`src/inc/mocfg_map.vh`:
```
`ifndef MOCFG_MAP_VH
`define MOCFG_MAP_VH
// register addresses on the 7-bit host port
`define MOCFG_ADDR_MODE_CFG 7'h13
`define MOCFG_ADDR_ONES_COUNT 7'h7E
// field positions inside operating_mode_config
`define MOCFG_BIT_HPF_BYPASS 0
`define MOCFG_BIT_LPF_BYPASS 1
`define MOCFG_BIT_PULSE_DIS 2
`define MOCFG_ADC_LSB 3
`define MOCFG_ADC_MSB 5
`define MOCFG_BIT_SOFT_RST 6
`define MOCFG_BIT_RESERVED 7
// reset value: only the pulse-output disable bit is set
`define MOCFG_RESET_VALUE 8'h04
// adc control encodings
`define MOCFG_ADC_NORMAL 3'h0
`define MOCFG_ADC_CUR_OFF 3'h1
`define MOCFG_ADC_VOLT_OFF 3'h2
`define MOCFG_ADC_SLEEP 3'h3
`define MOCFG_ADC_SWAP 3'h4
`define MOCFG_ADC_CUR_OFF_REDIR 3'h5
`define MOCFG_ADC_VOLT_OFF_REDIR 3'h6
`define MOCFG_ADC_POWER_DOWN 3'h7
// quiet time after a soft reset, in ns, and the clock period
`define MOCFG_SOFT_RST_QUIET_NS 18000
`define MOCFG_CLK_PERIOD_NS 10
`define MOCFG_SOFT_RST_QUIET_CYC ((`MOCFG_SOFT_RST_QUIET_NS + `MOCFG_CLK_PERIOD_NS - 1) / `MOCFG_CLK_PERIOD_NS)
`endif

```
`src/verilog/mocfg_ones_count.v`:
```
`timescale 1ns/1ps
// counts the set bits of a word; combinational
module mocfg_ones_count #(
  parameter WIDTH = 8,
  parameter CW = 8
) (
  // word in
  input wire [WIDTH-1:0] word,
  // number of ones
  output reg [CW-1:0] count
);
  integer i;
  // simple adder chain, small enough for byte-wide data
  always @* begin
    count = {CW{1'b0}};
    for (i = 0; i < WIDTH; i = i + 1) begin
      count = count + {{(CW-1){1'b0}}, word[i]};
    end
  end
endmodule // mocfg_ones_count

```
`src/verilog/mocfg_operating_mode_config.v`:
```
`timescale 1ns/1ps
`include "mocfg_map.vh"
module mocfg_operating_mode_config #(
  parameter QUIET_CYC = `MOCFG_SOFT_RST_QUIET_CYC
) (
  // clock and reset
  input wire core_clk,
  input wire rst,
  // register port from the serial interface
  input wire reg_wr,
  input wire reg_rd,
  input wire [6:0] reg_addr,
  input wire [7:0] reg_wdata,
  // value of registers outside this block, for reads at other addresses
  input wire [7:0] ext_rdata,
  output reg [7:0] reg_rdata,
  output reg reg_rvalid,
  // raw pulse requests from the frequency generators
  input wire active_pulse_req,
  input wire reactive_pulse_req,
  // pulse pins
  output reg active_power_pulse_out,
  output reg reactive_power_pulse_out,
  // datapath control
  output reg highpass_bypass,
  output reg lowpass_bypass,
  output reg cur_adc_on,
  output reg volt_adc_on,
  output reg cur_path_from_volt,
  output reg volt_path_from_cur,
  output reg sleep_mode,
  output reg power_down,
  // chip-wide reset request and quiet window
  output reg chip_reset,
  output reg soft_reset_busy
);
  reg [7:0] operating_mode_config;
  reg [7:0] read_ones_count;
  reg [15:0] quiet_cnt;
  wire [7:0] rd_value;
  wire [7:0] rd_ones;
  wire [2:0] adc_control_field;
  wire soft_chip_reset;
  wire wr_cfg;

  assign adc_control_field = operating_mode_config[`MOCFG_ADC_MSB:`MOCFG_ADC_LSB];
  assign wr_cfg = reg_wr && (reg_addr == `MOCFG_ADDR_MODE_CFG);
  assign soft_chip_reset = wr_cfg && reg_wdata[`MOCFG_BIT_SOFT_RST];

  // read mux: own registers first, else the outside value
  assign rd_value = (reg_addr == `MOCFG_ADDR_MODE_CFG) ? operating_mode_config :
                    (reg_addr == `MOCFG_ADDR_ONES_COUNT) ? read_ones_count : ext_rdata;

  mocfg_ones_count #(
    .WIDTH(8),
    .CW(8)
  ) u_ones (
    .word(rd_value),
    .count(rd_ones)
  );

  // configuration register; soft reset bit is self-clearing so it never reads 1
  always @(posedge core_clk) begin
    if (rst || soft_chip_reset) begin
      operating_mode_config <= `MOCFG_RESET_VALUE;
    end else if (wr_cfg) begin
      operating_mode_config <= reg_wdata & ~(8'h01 << `MOCFG_BIT_SOFT_RST);
    end
  end

  // read data and ones count; count reflects the value just returned
  always @(posedge core_clk) begin
    if (rst) begin
      reg_rdata <= 8'h00;
      reg_rvalid <= 1'b0;
      read_ones_count <= 8'h00;
    end else begin
      reg_rvalid <= reg_rd;
      if (reg_rd) begin
        reg_rdata <= rd_value;
        read_ones_count <= rd_ones;
      end
    end
  end

  // soft reset pulse and quiet window; the window only flags, the host must honour it
  always @(posedge core_clk) begin
    if (rst) begin
      chip_reset <= 1'b0;
      quiet_cnt <= 16'h0000;
      soft_reset_busy <= 1'b0;
    end else begin
      chip_reset <= soft_chip_reset;
      if (soft_chip_reset) begin
        quiet_cnt <= QUIET_CYC[15:0];
        soft_reset_busy <= 1'b1;
      end else if (quiet_cnt != 16'h0000) begin
        quiet_cnt <= quiet_cnt - 16'h0001;
        soft_reset_busy <= (quiet_cnt != 16'h0001);
      end else begin
        soft_reset_busy <= 1'b0;
      end
    end
  end

  // filter and pulse gating, registered so outputs come from flops
  always @(posedge core_clk) begin
    if (rst) begin
      highpass_bypass <= 1'b0;
      lowpass_bypass <= 1'b0;
      active_power_pulse_out <= 1'b0;
      reactive_power_pulse_out <= 1'b0;
    end else begin
      highpass_bypass <= operating_mode_config[`MOCFG_BIT_HPF_BYPASS];
      lowpass_bypass <= operating_mode_config[`MOCFG_BIT_LPF_BYPASS];
      active_power_pulse_out <= active_pulse_req &
                                ~operating_mode_config[`MOCFG_BIT_PULSE_DIS];
      reactive_power_pulse_out <= reactive_pulse_req &
                                  ~operating_mode_config[`MOCFG_BIT_PULSE_DIS];
    end
  end

  // adc control decode; power-down also stops both converter groups, sleep leaves them on
  always @(posedge core_clk) begin
    if (rst) begin
      cur_adc_on <= 1'b1;
      volt_adc_on <= 1'b1;
      cur_path_from_volt <= 1'b0;
      volt_path_from_cur <= 1'b0;
      sleep_mode <= 1'b0;
      power_down <= 1'b0;
    end else begin
      cur_adc_on <= 1'b1;
      volt_adc_on <= 1'b1;
      cur_path_from_volt <= 1'b0;
      volt_path_from_cur <= 1'b0;
      sleep_mode <= 1'b0;
      power_down <= 1'b0;
      case (adc_control_field)
        `MOCFG_ADC_NORMAL: begin
          cur_adc_on <= 1'b1;
        end
        `MOCFG_ADC_SWAP: begin
          cur_path_from_volt <= 1'b1;
          volt_path_from_cur <= 1'b1;
        end
        `MOCFG_ADC_CUR_OFF: begin
          cur_adc_on <= 1'b0;
        end
        `MOCFG_ADC_VOLT_OFF: begin
          volt_adc_on <= 1'b0;
        end
        `MOCFG_ADC_CUR_OFF_REDIR: begin
          cur_adc_on <= 1'b0;
          volt_path_from_cur <= 1'b1;
        end
        `MOCFG_ADC_VOLT_OFF_REDIR: begin
          volt_adc_on <= 1'b0;
          cur_path_from_volt <= 1'b1;
        end
        `MOCFG_ADC_SLEEP: begin
          sleep_mode <= 1'b1;
        end
        `MOCFG_ADC_POWER_DOWN: begin
          power_down <= 1'b1;
          cur_adc_on <= 1'b0;
          volt_adc_on <= 1'b0;
        end
        default: begin
          cur_adc_on <= 1'b1;
        end
      endcase
    end
  end
endmodule // mocfg_operating_mode_config
```
`config.mk`:
```
export PLATFORM = sky130hd
export DESIGN_NAME = mocfg_operating_mode_config
export DESIGN_NICKNAME = d
export VERILOG_FILES = /design/src/verilog/mocfg_ones_count.v /design/src/verilog/mocfg_operating_mode_config.v
export VERILOG_INCLUDE_DIRS = /design/src /design/src/inc
export SDC_FILE = /design/constraint.sdc
export NUM_CORES = 1
export LEC_CHECK = 0
export BUFFER_PORTS_ARGS = -buffer_cell sky130_fd_sc_hd__buf_2
export CAP_MARGIN = 15
export CORE_ASPECT_RATIO = 1.4
export CORE_MARGIN = 1.5
export CORE_UTILIZATION = 55
export CTS_BUF_LIST = sky130_fd_sc_hd__clkbuf_16
export CTS_CLUSTER_SIZE = 20
export DETAILED_ROUTE_END_ITERATION = 10
export PLACE_DENSITY = 0.81
export SYNTH_ARGS = -nofsm -noshare
export SYNTH_HDL_FRONTEND = slang
export SYNTH_SLANG_ARGS = --single-unit
```
`constraint.sdc`:
```
create_clock -name core_clk -period 10.41 [get_ports core_clk]
set_input_delay 0.5205 -clock core_clk [delete_from_list [all_inputs] [get_ports core_clk]]
set_output_delay 0.5205 -clock core_clk [all_outputs]
set_load 0.01 [all_outputs]
```
Yosys cells after proc, flatten, opt, wreduce, memory -nomap -nowiden
Index checks and enable logic that the tools add are counted.
{"block": "op_classes", "add_sub_neg": 8, "n_eq_ne": 10, "mux": 12, "n_bitwise": 3, "reduce_logical": 10}
{"operator": "8-bit by 1-bit adder with 8-bit output", "n": 6}
{"operator": "11-bit two-way mux", "n": 2}
{"operator": "8-bit two-way mux", "n": 2}
{"operator": "16-bit by 1-bit != test with 1-bit output (second input constant)", "n": 1}
{"operator": "16-bit nonzero test", "n": 1}
{"operator": "16-bit by 1-bit subtractor with 16-bit output (second input constant)", "n": 1}
{"operator": "3-bit == test (second input constant)", "n": 4}
{"operator": "1-bit two-way mux", "n": 8}
{"operator": "7-bit by 5-bit == test with 1-bit output (second input constant)", "n": 1}
{"operator": "7-bit == test (second input constant)", "n": 1}
{"operator": "3-bit by 2-bit == test with 1-bit output (second input constant)", "n": 2}
{"operator": "2-bit OR reduction", "n": 3}
{"operator": "3-bit OR reduction", "n": 2}
{"operator": "3-bit by 1-bit == test with 1-bit output (second input constant)", "n": 1}
{"operator": "1-bit by 1-bit adder with 2-bit output", "n": 1}
{"operator": "1-bit AND", "n": 2}
{"operator": "1-bit logical AND", "n": 2}
{"operator": "2-bit nonzero test", "n": 1}
{"operator": "1-bit logical OR", "n": 1}
{"operator": "1-bit inverter", "n": 1}
{"block": "word_totals", "register_bits": 52, "input_bits": 29, "elab_cells": 61}

Depth between registers and ports, before layout
Gate-level depths: netlist of run 1.
{"block": "depth", "depth_word": 10, "depth_mapped": 14, "mapped_depth_nobuf": 13}

Hierarchy
A second synthesis of run 1 with hierarchy kept.
{"block": "hier_totals", "hier_cells": 280, "area_unflattened_um2": 2534.9}
{"module": "mocfg_operating_mode_config", "n_inst": 1, "cells_each": 259, "area_per_inst_um2": 2344.7, "seq_area_each_um2": 1041.0}
{"module": "mocfg_ones_count", "n_inst": 1, "cells_each": 21, "area_per_inst_um2": 190.2, "seq_area_each_um2": 0.0}

Worst setup path after synthesis of run 1
Ideal clock, no wire load.
{"block": "synth_timing", "path_kind": "input -> register", "start": "in reg_addr[3]", "end": "reg read_ones_count[2]", "setup_time_ns": 0.128, "arrival_time_ns": 3.795, "t_required_ns": 10.282, "slack_ns": 6.487, "stages": 14, "n_path_buf": 1, "cell_sequence": "nor3_1 -> nand2_1 -> clkbuf_1 -> nor2_1 -> a21oi_1 -> ha_1 -> fa_1 -> inv_1 -> fa_1 -> fa_1 -> fa_1 -> xnor2_1 -> mux2i_1 -> nor2_1"}
{"block": "synth_via", "elab_chain_len": 10, "elab_cells_between_ends": 11}
{"element": "from (decl)", "line": "mocfg_operating_mode_config.v:12", "source": "input wire [6:0] reg_addr,"}
{"element": "7-bit == test (no source line)"}
{"element": "8-bit two-way mux", "line": "mocfg_operating_mode_config.v:52", "source": "(reg_addr == `MOCFG_ADDR_ONES_COUNT) ? read_ones_count : ext_rdata;"}
{"element": "8-bit two-way mux *", "line": "mocfg_operating_mode_config.v:51", "source": "assign rd_value = (reg_addr == `MOCFG_ADDR_MODE_CFG) ? operating_mode_config :"}
{"element": "net rd_value[0]", "line": "mocfg_operating_mode_config.v:40", "source": "wire [7:0] rd_value;"}
{"element": "1-bit by 1-bit adder with 2-bit output *", "line": "mocfg_ones_count.v:17", "source": "count = count + {{(CW-1){1'b0}}, word[i]};"}
{"element": "8-bit by 1-bit adder with 8-bit output * (6 in series)", "line": "mocfg_ones_count.v:17"}
{"element": "to (signal assigned)", "line": "mocfg_operating_mode_config.v:81", "source": "read_ones_count <= rd_ones;"}
{"element": "to (decl)", "line": "mocfg_operating_mode_config.v:38", "source": "reg [7:0] read_ones_count;"}
The timed path passes the listed nets; every way through them passes the cells marked *.
A chain may end at the register's enable or synchronous reset.

Final worst setup path of run 1
Same ends and word-level chain as after synthesis.

==> results of run 1 <==
[metrics by stage]
| stage | hold slack (ps) | total power, µW | util, % | area [µm²] | setup WS [ps] |
|---|---|---|---|---|---|
| after CTS | 458 | 697 | 68.2 | 2670 | 6420 |
| after floorplan | 433 | 435 | - | 2220 | 6490 |
| after global placement | 443 | 478 | 63.2 | 2480 | 6250 |
| after detailed placement | 450 | 486 | 63.2 | 2480 | 6160 |
| final | 462 | 695 | 68.2 | 2670 | 6440 |
| after global routing | 491 | 736 | 68.2 | 2670 | 6120 |
[routing by layer]
metal	global-route usage, %	vias up	share of wire, %	wire length, µm
met5	0	-	0	0
met4	8.37	0	1.9	92
met3	3.95	10	4.3	209
met2	41.6	60	51	2510
met1	23.9	909	43	2090
li1	-	973	-	-
[sequential cells by signal, indices dropped and copies added (netlist names)]
register / flops
reactive_power_pulse_out: 1
quiet_cnt: 16
cur_path_from_volt: 1
lowpass_bypass: 1
volt_adc_on: 1
read_ones_count: 4
highpass_bypass: 1
soft_reset_busy: 1
sleep_mode: 1
operating_mode_config: 7
power_down: 1
reg_rdata: 8
reg_rvalid: 1
cur_adc_on: 1
volt_path_from_cur: 1
active_power_pulse_out: 1
chip_reset: 1
[power groups by stage]
stage	logic [µW]	clock network, µW	registers, µW
6_report	242	206	247
5_1_grt	269	216	251
4_1_cts	241	210	246
3_5_place_dp	237	0	249
3_3_place_gp	230	0	248
2_1_floorplan	192	0	243
[critical path: stages]
cell     delay, ps
buf_2          100
nor3_1         360
nand2_1        410
nor2_1         190
a21oi_1         60
ha_1           330
fa_1           510
inv_1           50
fa_1           460
fa_1           410
fa_1           400
xnor2_1        130
mux2i_1        130
nor2_1          50
[how the worst max path moves through the flow]
stage               slack [ps]                              end  cells past startpoint
floorplan                 6490  read_ones_count[2]$_SDFFE_PP0P_                     14
global placement          6250  read_ones_count[2]$_SDFFE_PP0P_                     14
detailed placement        6160  read_ones_count[2]$_SDFFE_PP0P_                     14
CTS                       6420  read_ones_count[2]$_SDFFE_PP0P_                     14
global route              6120  read_ones_count[2]$_SDFFE_PP0P_                     14
finish                    6440  read_ones_count[2]$_SDFFE_PP0P_                     14
[layout by cell type, fill, tap and decap left out, types with 4 or more instances in the layout]
| cell type | Yosys | routed |
|---|---|---|
| or4_1 | 8 | 8 |
| o21ai_0 | 6 | 6 |
| inv_1 | 9 | 9 |
| fa_1 | 4 | 4 |
| mux2i_1 | 7 | 7 |
| or3_1 | 7 | 7 |
| nand3_1 | 9 | 9 |
| buf_2 | 1 | 49 |
| a211oi_1 | 5 | 5 |
| nand2_1 | 14 | 14 |
| and3_1 | 4 | 4 |
| a21oi_1 | 21 | 21 |
| nor2b_1 | 7 | 7 |
| o31ai_1 | 5 | 5 |
| ha_1 | 5 | 5 |
| nor2_1 | 18 | 18 |
| clkbuf_16 | 0 | 5 |
| dfxtp_1 | 48 | 48 |
| nand2b_1 | 6 | 6 |
[cell type report]
type,count,area (µm²),area share [%]
clock buffers,5,125,4.68
clock inverters,3,68.8,2.58
multi-input cells,172,1180,44.0
repair buffers,50,253,9.46
inverters,9,33.8,1.26
well taps,43,53.8,2.01
flip-flops and latches,48,961,36.0
[cells by family after synthesis]
kind of cell,count (synthesis),synth area share (%)
simple gates,96,25.1
compound gates,57,16.9
flops,48,43.2
buf+inv,23,3.94
fa+ha+maj,9,6.41
mux,8,3.66
xor+xnor,2,0.788
==> metrics.md, run 1 <==
| Metric | Value |
|---|---|
| Outcome | `completed` |
| Ant diodes | `0` |
| Cts-stage hold buffer count | `0` |
| Mean post-synth cell area | `9.15 µm²` |
| Global placement routability congestion | `0.820` |
| RSZ-0062 raised after global routing | `no` |
| R2r endpoint | `read_ones_count[2]$_SDFFE_PP0P_` |
| Clock Skew | `5.31 ps` |
| IO Port Bufs | `49` |
| Sw frac | `33.3%` |
| Crit path from | `reg_addr[3]` |
| HPWL after detailed placement | `3470 µm` |
| Combinational group share of total power | `34.8%` |
| Synth top area cells | `dfxtp_1 43%, a21oi_1 4.7%, fa_1 3.6%` |
| Pint | `464 µW` |
| Fin cells | `330` |
| Setup-failing EPs final | `0` |
| DRT Pass-1 Iters | `4` |
| Fill cells | `305` |
| Placeable core area | `3920 µm²` |
| Drt drc | `0` |
| Post-CTS Repair Setup Buffers | `0` |
| Worst R2R Setup Slack | `7190 ps` |
| Slew headroom | `50.9%` |
| CTS H-tree lvls | `2` |
| Hold Vio Cnt, Final | `0` |
| Number of nets in the layout | `324` |
| Root Buffer | `clkbuf_16` |
| Syn Inst Count | `243` |
| Initial DRC count | `80` |
| Clock transition at the registers of the reported paths | `70 ps` |
| Max Root-Sink Buffers | `2` |
| R2R depth | `11` |
| Largest net degree at the start of global routing | `32` |
| Starting density of the core | `56.8%` |
| CTS tree | `yes` |
| RR Startpoint | `read_ones_count[1]$_SDFFE_PP0P_` |
| ANT nets after route | `0` |
| CP arrival | `4120 ps` |
| Total negative slack | `0 ps` |
| # rows | `27` |
| Area Growth Syn to Fin | `20.1%` |
| Worst-margin pin slew | `736 ps` |
| Crit path kind | `in -> reg` |
| CTS Sinks | `48` |
| Die X | `56.8 µm` |
| Required time worst endpoint | `10560 ps` |
| Antenna violations before repair | `0` |
| Worst Path Max Fanout | `15` |
| Sequential share of power | `35.6%` |
| Tmin final | `3970 ps` |
| Slew Viols, Final | `0` |
| Commonest cells in the netlist | `48 x dfxtp_1, 21 x a21oi_1, 18 x nor2_1` |
| CTS Buf Count | `5` |
| Vert. Die Dim | `78.3 µm` |
| Vias in the first global route | `1848` |
| Most common cell in the netlist | `dfxtp_1` |
| Number of synthesized flops with an enable pin | `0` |
| Crit end category | `flop` |
| HP Start | `quiet_cnt[12]$_SDFFE_PP0P_` |
| IO Pins | `50` |
| Routed WL per cell | `14.8 µm` |
| PD cells | `260 nW/µm²` |
| Vias | `1952` |
| All-Layer GR Usage | `22.1%` |
| VDD IR max | `0.000185 V` |
| Period utilisation layout | `38.1%` |
| Gr ovfl total | `0` |
| Max_cap viols | `0` |
| Area share of the leading cell type in the synthesized netlist | `43.2%` |
| Min-Delay Path Depth | `2` |
| Final WL | `4900 µm` |
| DR vias/cell | `5.92` |
| P_leak | `0.00116 µW` |
| Synth unique cells | `45` |
| Worst skew pair latency | `280 ps` |
| Syn_nets | `281` |
| Post-synth top flop | `dfxtp_1` |
| First-pass GRT wire length | `7780 µm` |
| Hold Crit Class | `reg -> reg` |
| # resized after CTS | `0` |
| Die footprint | `4440 µm²` |
| Worst Hold Endpoint | `quiet_cnt[12]$_SDFFE_PP0P_` |
| Fraction of registers with async set or reset after synthesis | `0%` |
| Post-synthesis sequential area ratio | `43.2%` |
| Leading area contributor after synthesis | `dfxtp_1` |
| Seq cells post-synth | `48` |
| Inst Count DP | `322` |
| Clk pwr share | `29.6%` |
| Ys Warns | `0` |
| Post-synthesis cell area | `2220 µm²` |
| Sw Pwr | `231 µW` |
| Fmax | `0.252 GHz` |
| Crit start category | `primary input` |
| Share of layout cells above drive strength 1 | `22.6%` |
Power figures use the tool's default switching activity.
==> inputs of run 2 (changes only) <==
--- a/config.mk
+++ b/config.mk
@@ -6,15 +6,16 @@
 export SDC_FILE = /design/constraint.sdc
 export NUM_CORES = 1
 export LEC_CHECK = 0
+export ABC_AREA = 1
 export BUFFER_PORTS_ARGS = -buffer_cell sky130_fd_sc_hd__buf_2
 export CAP_MARGIN = 15
 export CORE_ASPECT_RATIO = 1.4
 export CORE_MARGIN = 1.5
-export CORE_UTILIZATION = 55
+export CORE_UTILIZATION = 49
 export CTS_BUF_LIST = sky130_fd_sc_hd__clkbuf_16
 export CTS_CLUSTER_SIZE = 20
 export DETAILED_ROUTE_END_ITERATION = 10
-export PLACE_DENSITY = 0.81
+export PLACE_DENSITY = 0.75
 export SYNTH_ARGS = -nofsm -noshare
 export SYNTH_HDL_FRONTEND = slang
 export SYNTH_SLANG_ARGS = --single-unit
==> constraint.sdc (replaced) <==
create_clock -name core_clk -period 3.6 [get_ports core_clk]
set_input_delay 0.18 -clock core_clk [delete_from_list [all_inputs] [get_ports core_clk]]
set_output_delay 0.18 -clock core_clk [all_outputs]
set_load 0.01 [all_outputs]
==> metrics.md, run 2 <==
| Metric | Value |
|---|---|
| Starting density of the core | `50.5%` |
| Ant diodes | `0` |
| Max Root-Sink Buffers | `2` |
| Max stage delay on crit path | `510 ps` |
| Most common cell after layout, fill and taps aside | `nand2_1` |
| Initial DRC count | `85` |
| Levels on crit path | `12` |
| Max_cap viols | `0` |
| Clock transition at the registers of the reported paths | `70 ps` |
| Worst skew pair latency | `290 ps` |
| Share of layout cells above drive strength 1 | `20.6%` |
| Period utilisation layout | `89.1%` |
| Final Instance Area | `2900 µm²` |
| CP delay by family, top | `adder cells` |
| Required time worst endpoint | `3780 ps` |
| Drt drc | `0` |
| # rows | `30` |
| CTS Sinks | `48` |
| Crit path from | `read_ones_count[1]$_SDFFE_PP0P_` |
| Fraction of registers with async set or reset after synthesis | `0%` |
| First-pass GRT wire length | `8650 µm` |
| Root Buffer | `clkbuf_16` |
| # resized after CTS | `0` |
| CTS Buf Count | `5` |
| Biggest register | `quiet_cnt` |
| Leading area contributor after synthesis | `dfxtp_1` |
| Most common cell in the netlist | `nand2_1` |
| ANT nets after route | `0` |
| Buf/Inv on CP | `2` |
| R2R depth | `12` |
| Hold Crit Class | `in -> reg` |
| Syn_nets | `374` |
| Ys Warns | `0` |
| Area of the multi-input gates | `1250 µm²` |
| Syn Inst Count | `336` |
| RSZ-0062 raised after global routing | `no` |
| Worst Path Max Fanout | `2` |
| Largest net degree at the start of global routing | `22` |
| Worst R2R Setup Slack | `390 ps` |
| Fill cells | `486` |
| Slew Viols, Final | `0` |
| R2r endpoint | `read_ones_count[2]$_SDFFE_PP0P_` |
| Total negative slack | `0 ps` |
| Area share of the leading cell type in the synthesized netlist | `39.6%` |
| Post-synthesis cell area | `2430 µm²` |
| Hold Vio Cnt, Final | `0` |
| Vias | `2199` |
| Post-synthesis sequential area ratio | `39.6%` |
| VDD IR max | `0.000310 V` |
| Area Growth Syn to Fin | `19.4%` |
| Most frequent cells in the layout | `88 x nand2_1, 49 x buf_2, 48 x dfxtp_1` |
| Vias in the first global route | `2001` |
| Synth top area cells | `dfxtp_1 40%, nand2_1 14%, inv_1 7.0%` |
| Setup-failing EPs final | `0` |
| Crit path kind | `reg -> reg` |
| Max FFs per register | `16` |
| Post-CTS Repair Setup Buffers | `0` |
| Die footprint | `5390 µm²` |
| CP arrival | `3390 ps` |
| Top flop regs | `quiet_cnt (16), reg_rdata (8), operating_mode_config (7)` |
| P_leak | `0.00149 µW` |
| Vert. Die Dim | `86.3 µm` |
| CTS H-tree lvls | `2` |
| Critical path cell sequence | `nand3b_1 > nand3_1 > nand2_1 > ha_1 > fa_1 > inv_1 > fa_1 > fa_1 > fa_1 > xnor2_1 > o21ai_0 > inv_1` |
| IO Port Bufs | `49` |
| Synth unique cells | `29` |
| Number of synthesized flops with an enable pin | `0` |
| Register area | `961 µm²` |
| Placed Area | `2730 µm²` |
| Outcome | `completed` |
| Crit start category | `flop` |
| DR vias/cell | `4.85` |
| RR Startpoint | `read_ones_count[1]$_SDFFE_PP0P_` |
| Gr ovfl total | `0` |
| Critical Path End | `read_ones_count[2]$_SDFFE_PP0P_` |
| All-Layer GR Usage | `20.2%` |
| Slew headroom | `64.5%` |
| Seq cells post-synth | `48` |
| PD cells | `612 nW/µm²` |
| Commonest cells in the netlist | `88 x nand2_1, 48 x dfxtp_1, 45 x inv_1` |
| Slowest cell on crit path | `fa_1` |
| Crit end category | `flop` |
| Fmax | `0.312 GHz` |
| Placeable core area | `4800 µm²` |
| Die X | `62.5 µm` |
| Clock Skew | `5.90 ps` |
| Crit-path most repeated cell | `fa_1` |
| HPWL after detailed placement | `4030 µm` |
| Number of nets in the layout | `426` |
| Tmin final | `3210 ps` |
| Routed WL per cell | `11.5 µm` |
| Antenna violations before repair | `0` |
| IO Pins | `50` |
| Cts-stage hold buffer count | `0` |
| Global placement routability congestion | `0.873` |
| DRT Pass-1 Iters | `4` |
| Mean post-synth cell area | `7.22 µm²` |
| Final WL | `5220 µm` |
| Worst-margin pin slew | `532 ps` |
| Post-synth top flop | `dfxtp_1` |
| CTS tree | `yes` |
-- run 2: cell count changes after synthesis, sizes merged, moves of 9 or more --
cell,previous run,this run
or3,9,0
nand3,9,30
inv,9,45
or4,10,0
nor2,18,51
nand2,14,93
-- run 2: power breakdown --
group,internal [µW],switching (µW),total [µW]
clock,326,197,523
sequential,599,51.2,650
combinational,230,370,600
-- run 2: tightest hold or removal path, cell delays in order --
cell     delay [ps]
buf_2            70
nand2_1          40
nor2_1           60
-- run 2: routing by layer --
layer	vias to the layer above	share of wire, %	track usage [%]
met3	10	4.2	4.29
met1	984	40	21.1
met2	51	54	38.7
met4	0	2.3	8.89
li1	1154	-	-
met5	-	0	0
-- run 2: worst min path at each step --
stage                       startpoint                                     to  slack [ps]  cells after the start
detailed placement  reactive_pulse_req    reactive_power_pulse_out$_SDFF_PP0_         400                      3
global placement      active_pulse_req      active_power_pulse_out$_SDFF_PP0_         400                      3
floorplan             active_pulse_req      active_power_pulse_out$_SDFF_PP0_         300                      2
finish              reactive_pulse_req    reactive_power_pulse_out$_SDFF_PP0_         110                      3
CTS                 reactive_pulse_req    reactive_power_pulse_out$_SDFF_PP0_         100                      3
global route              reg_wdata[2]  operating_mode_config[2]$_SDFFE_PP1P_         110                      3
-- run 2: per-stage QoR --
step	utilization (%)	setup WS, ps	hold slack [ps]	cells	total power, µW
after floorplan	-	364	303	336	1140
after global placement	56.8	166	401	445	1250
after detailed placement	56.8	134	402	445	1260
after CTS	60.3	391	104	453	1790
after global routing	60.3	150	110	453	1910
final	60.3	392	106	453	1770
-- run 2: cell families (layout without fill, tap and decap cells) --
group           Yosys count  in the layout  share of synthesized area (%)
compound gates           29             29                           6.65
xor+xnor                  4              4                           1.44
fa+ha+maj                 9              9                           5.88
simple gates            194            194                           37.6
buf+inv                  52            105                           8.77
flops                    48             48                           39.6
-- run 2: cell type report --
| class | count | area share, % |
|---|---|---|
| multi-input combinational | 236 | 43.2 |
| sequential | 48 | 33.2 |
| timing repair buffer | 52 | 9.24 |
| inverter | 45 | 5.83 |
| clock buffer | 5 | 4.32 |
| tap | 64 | 2.76 |
| clock inverter | 3 | 1.47 |
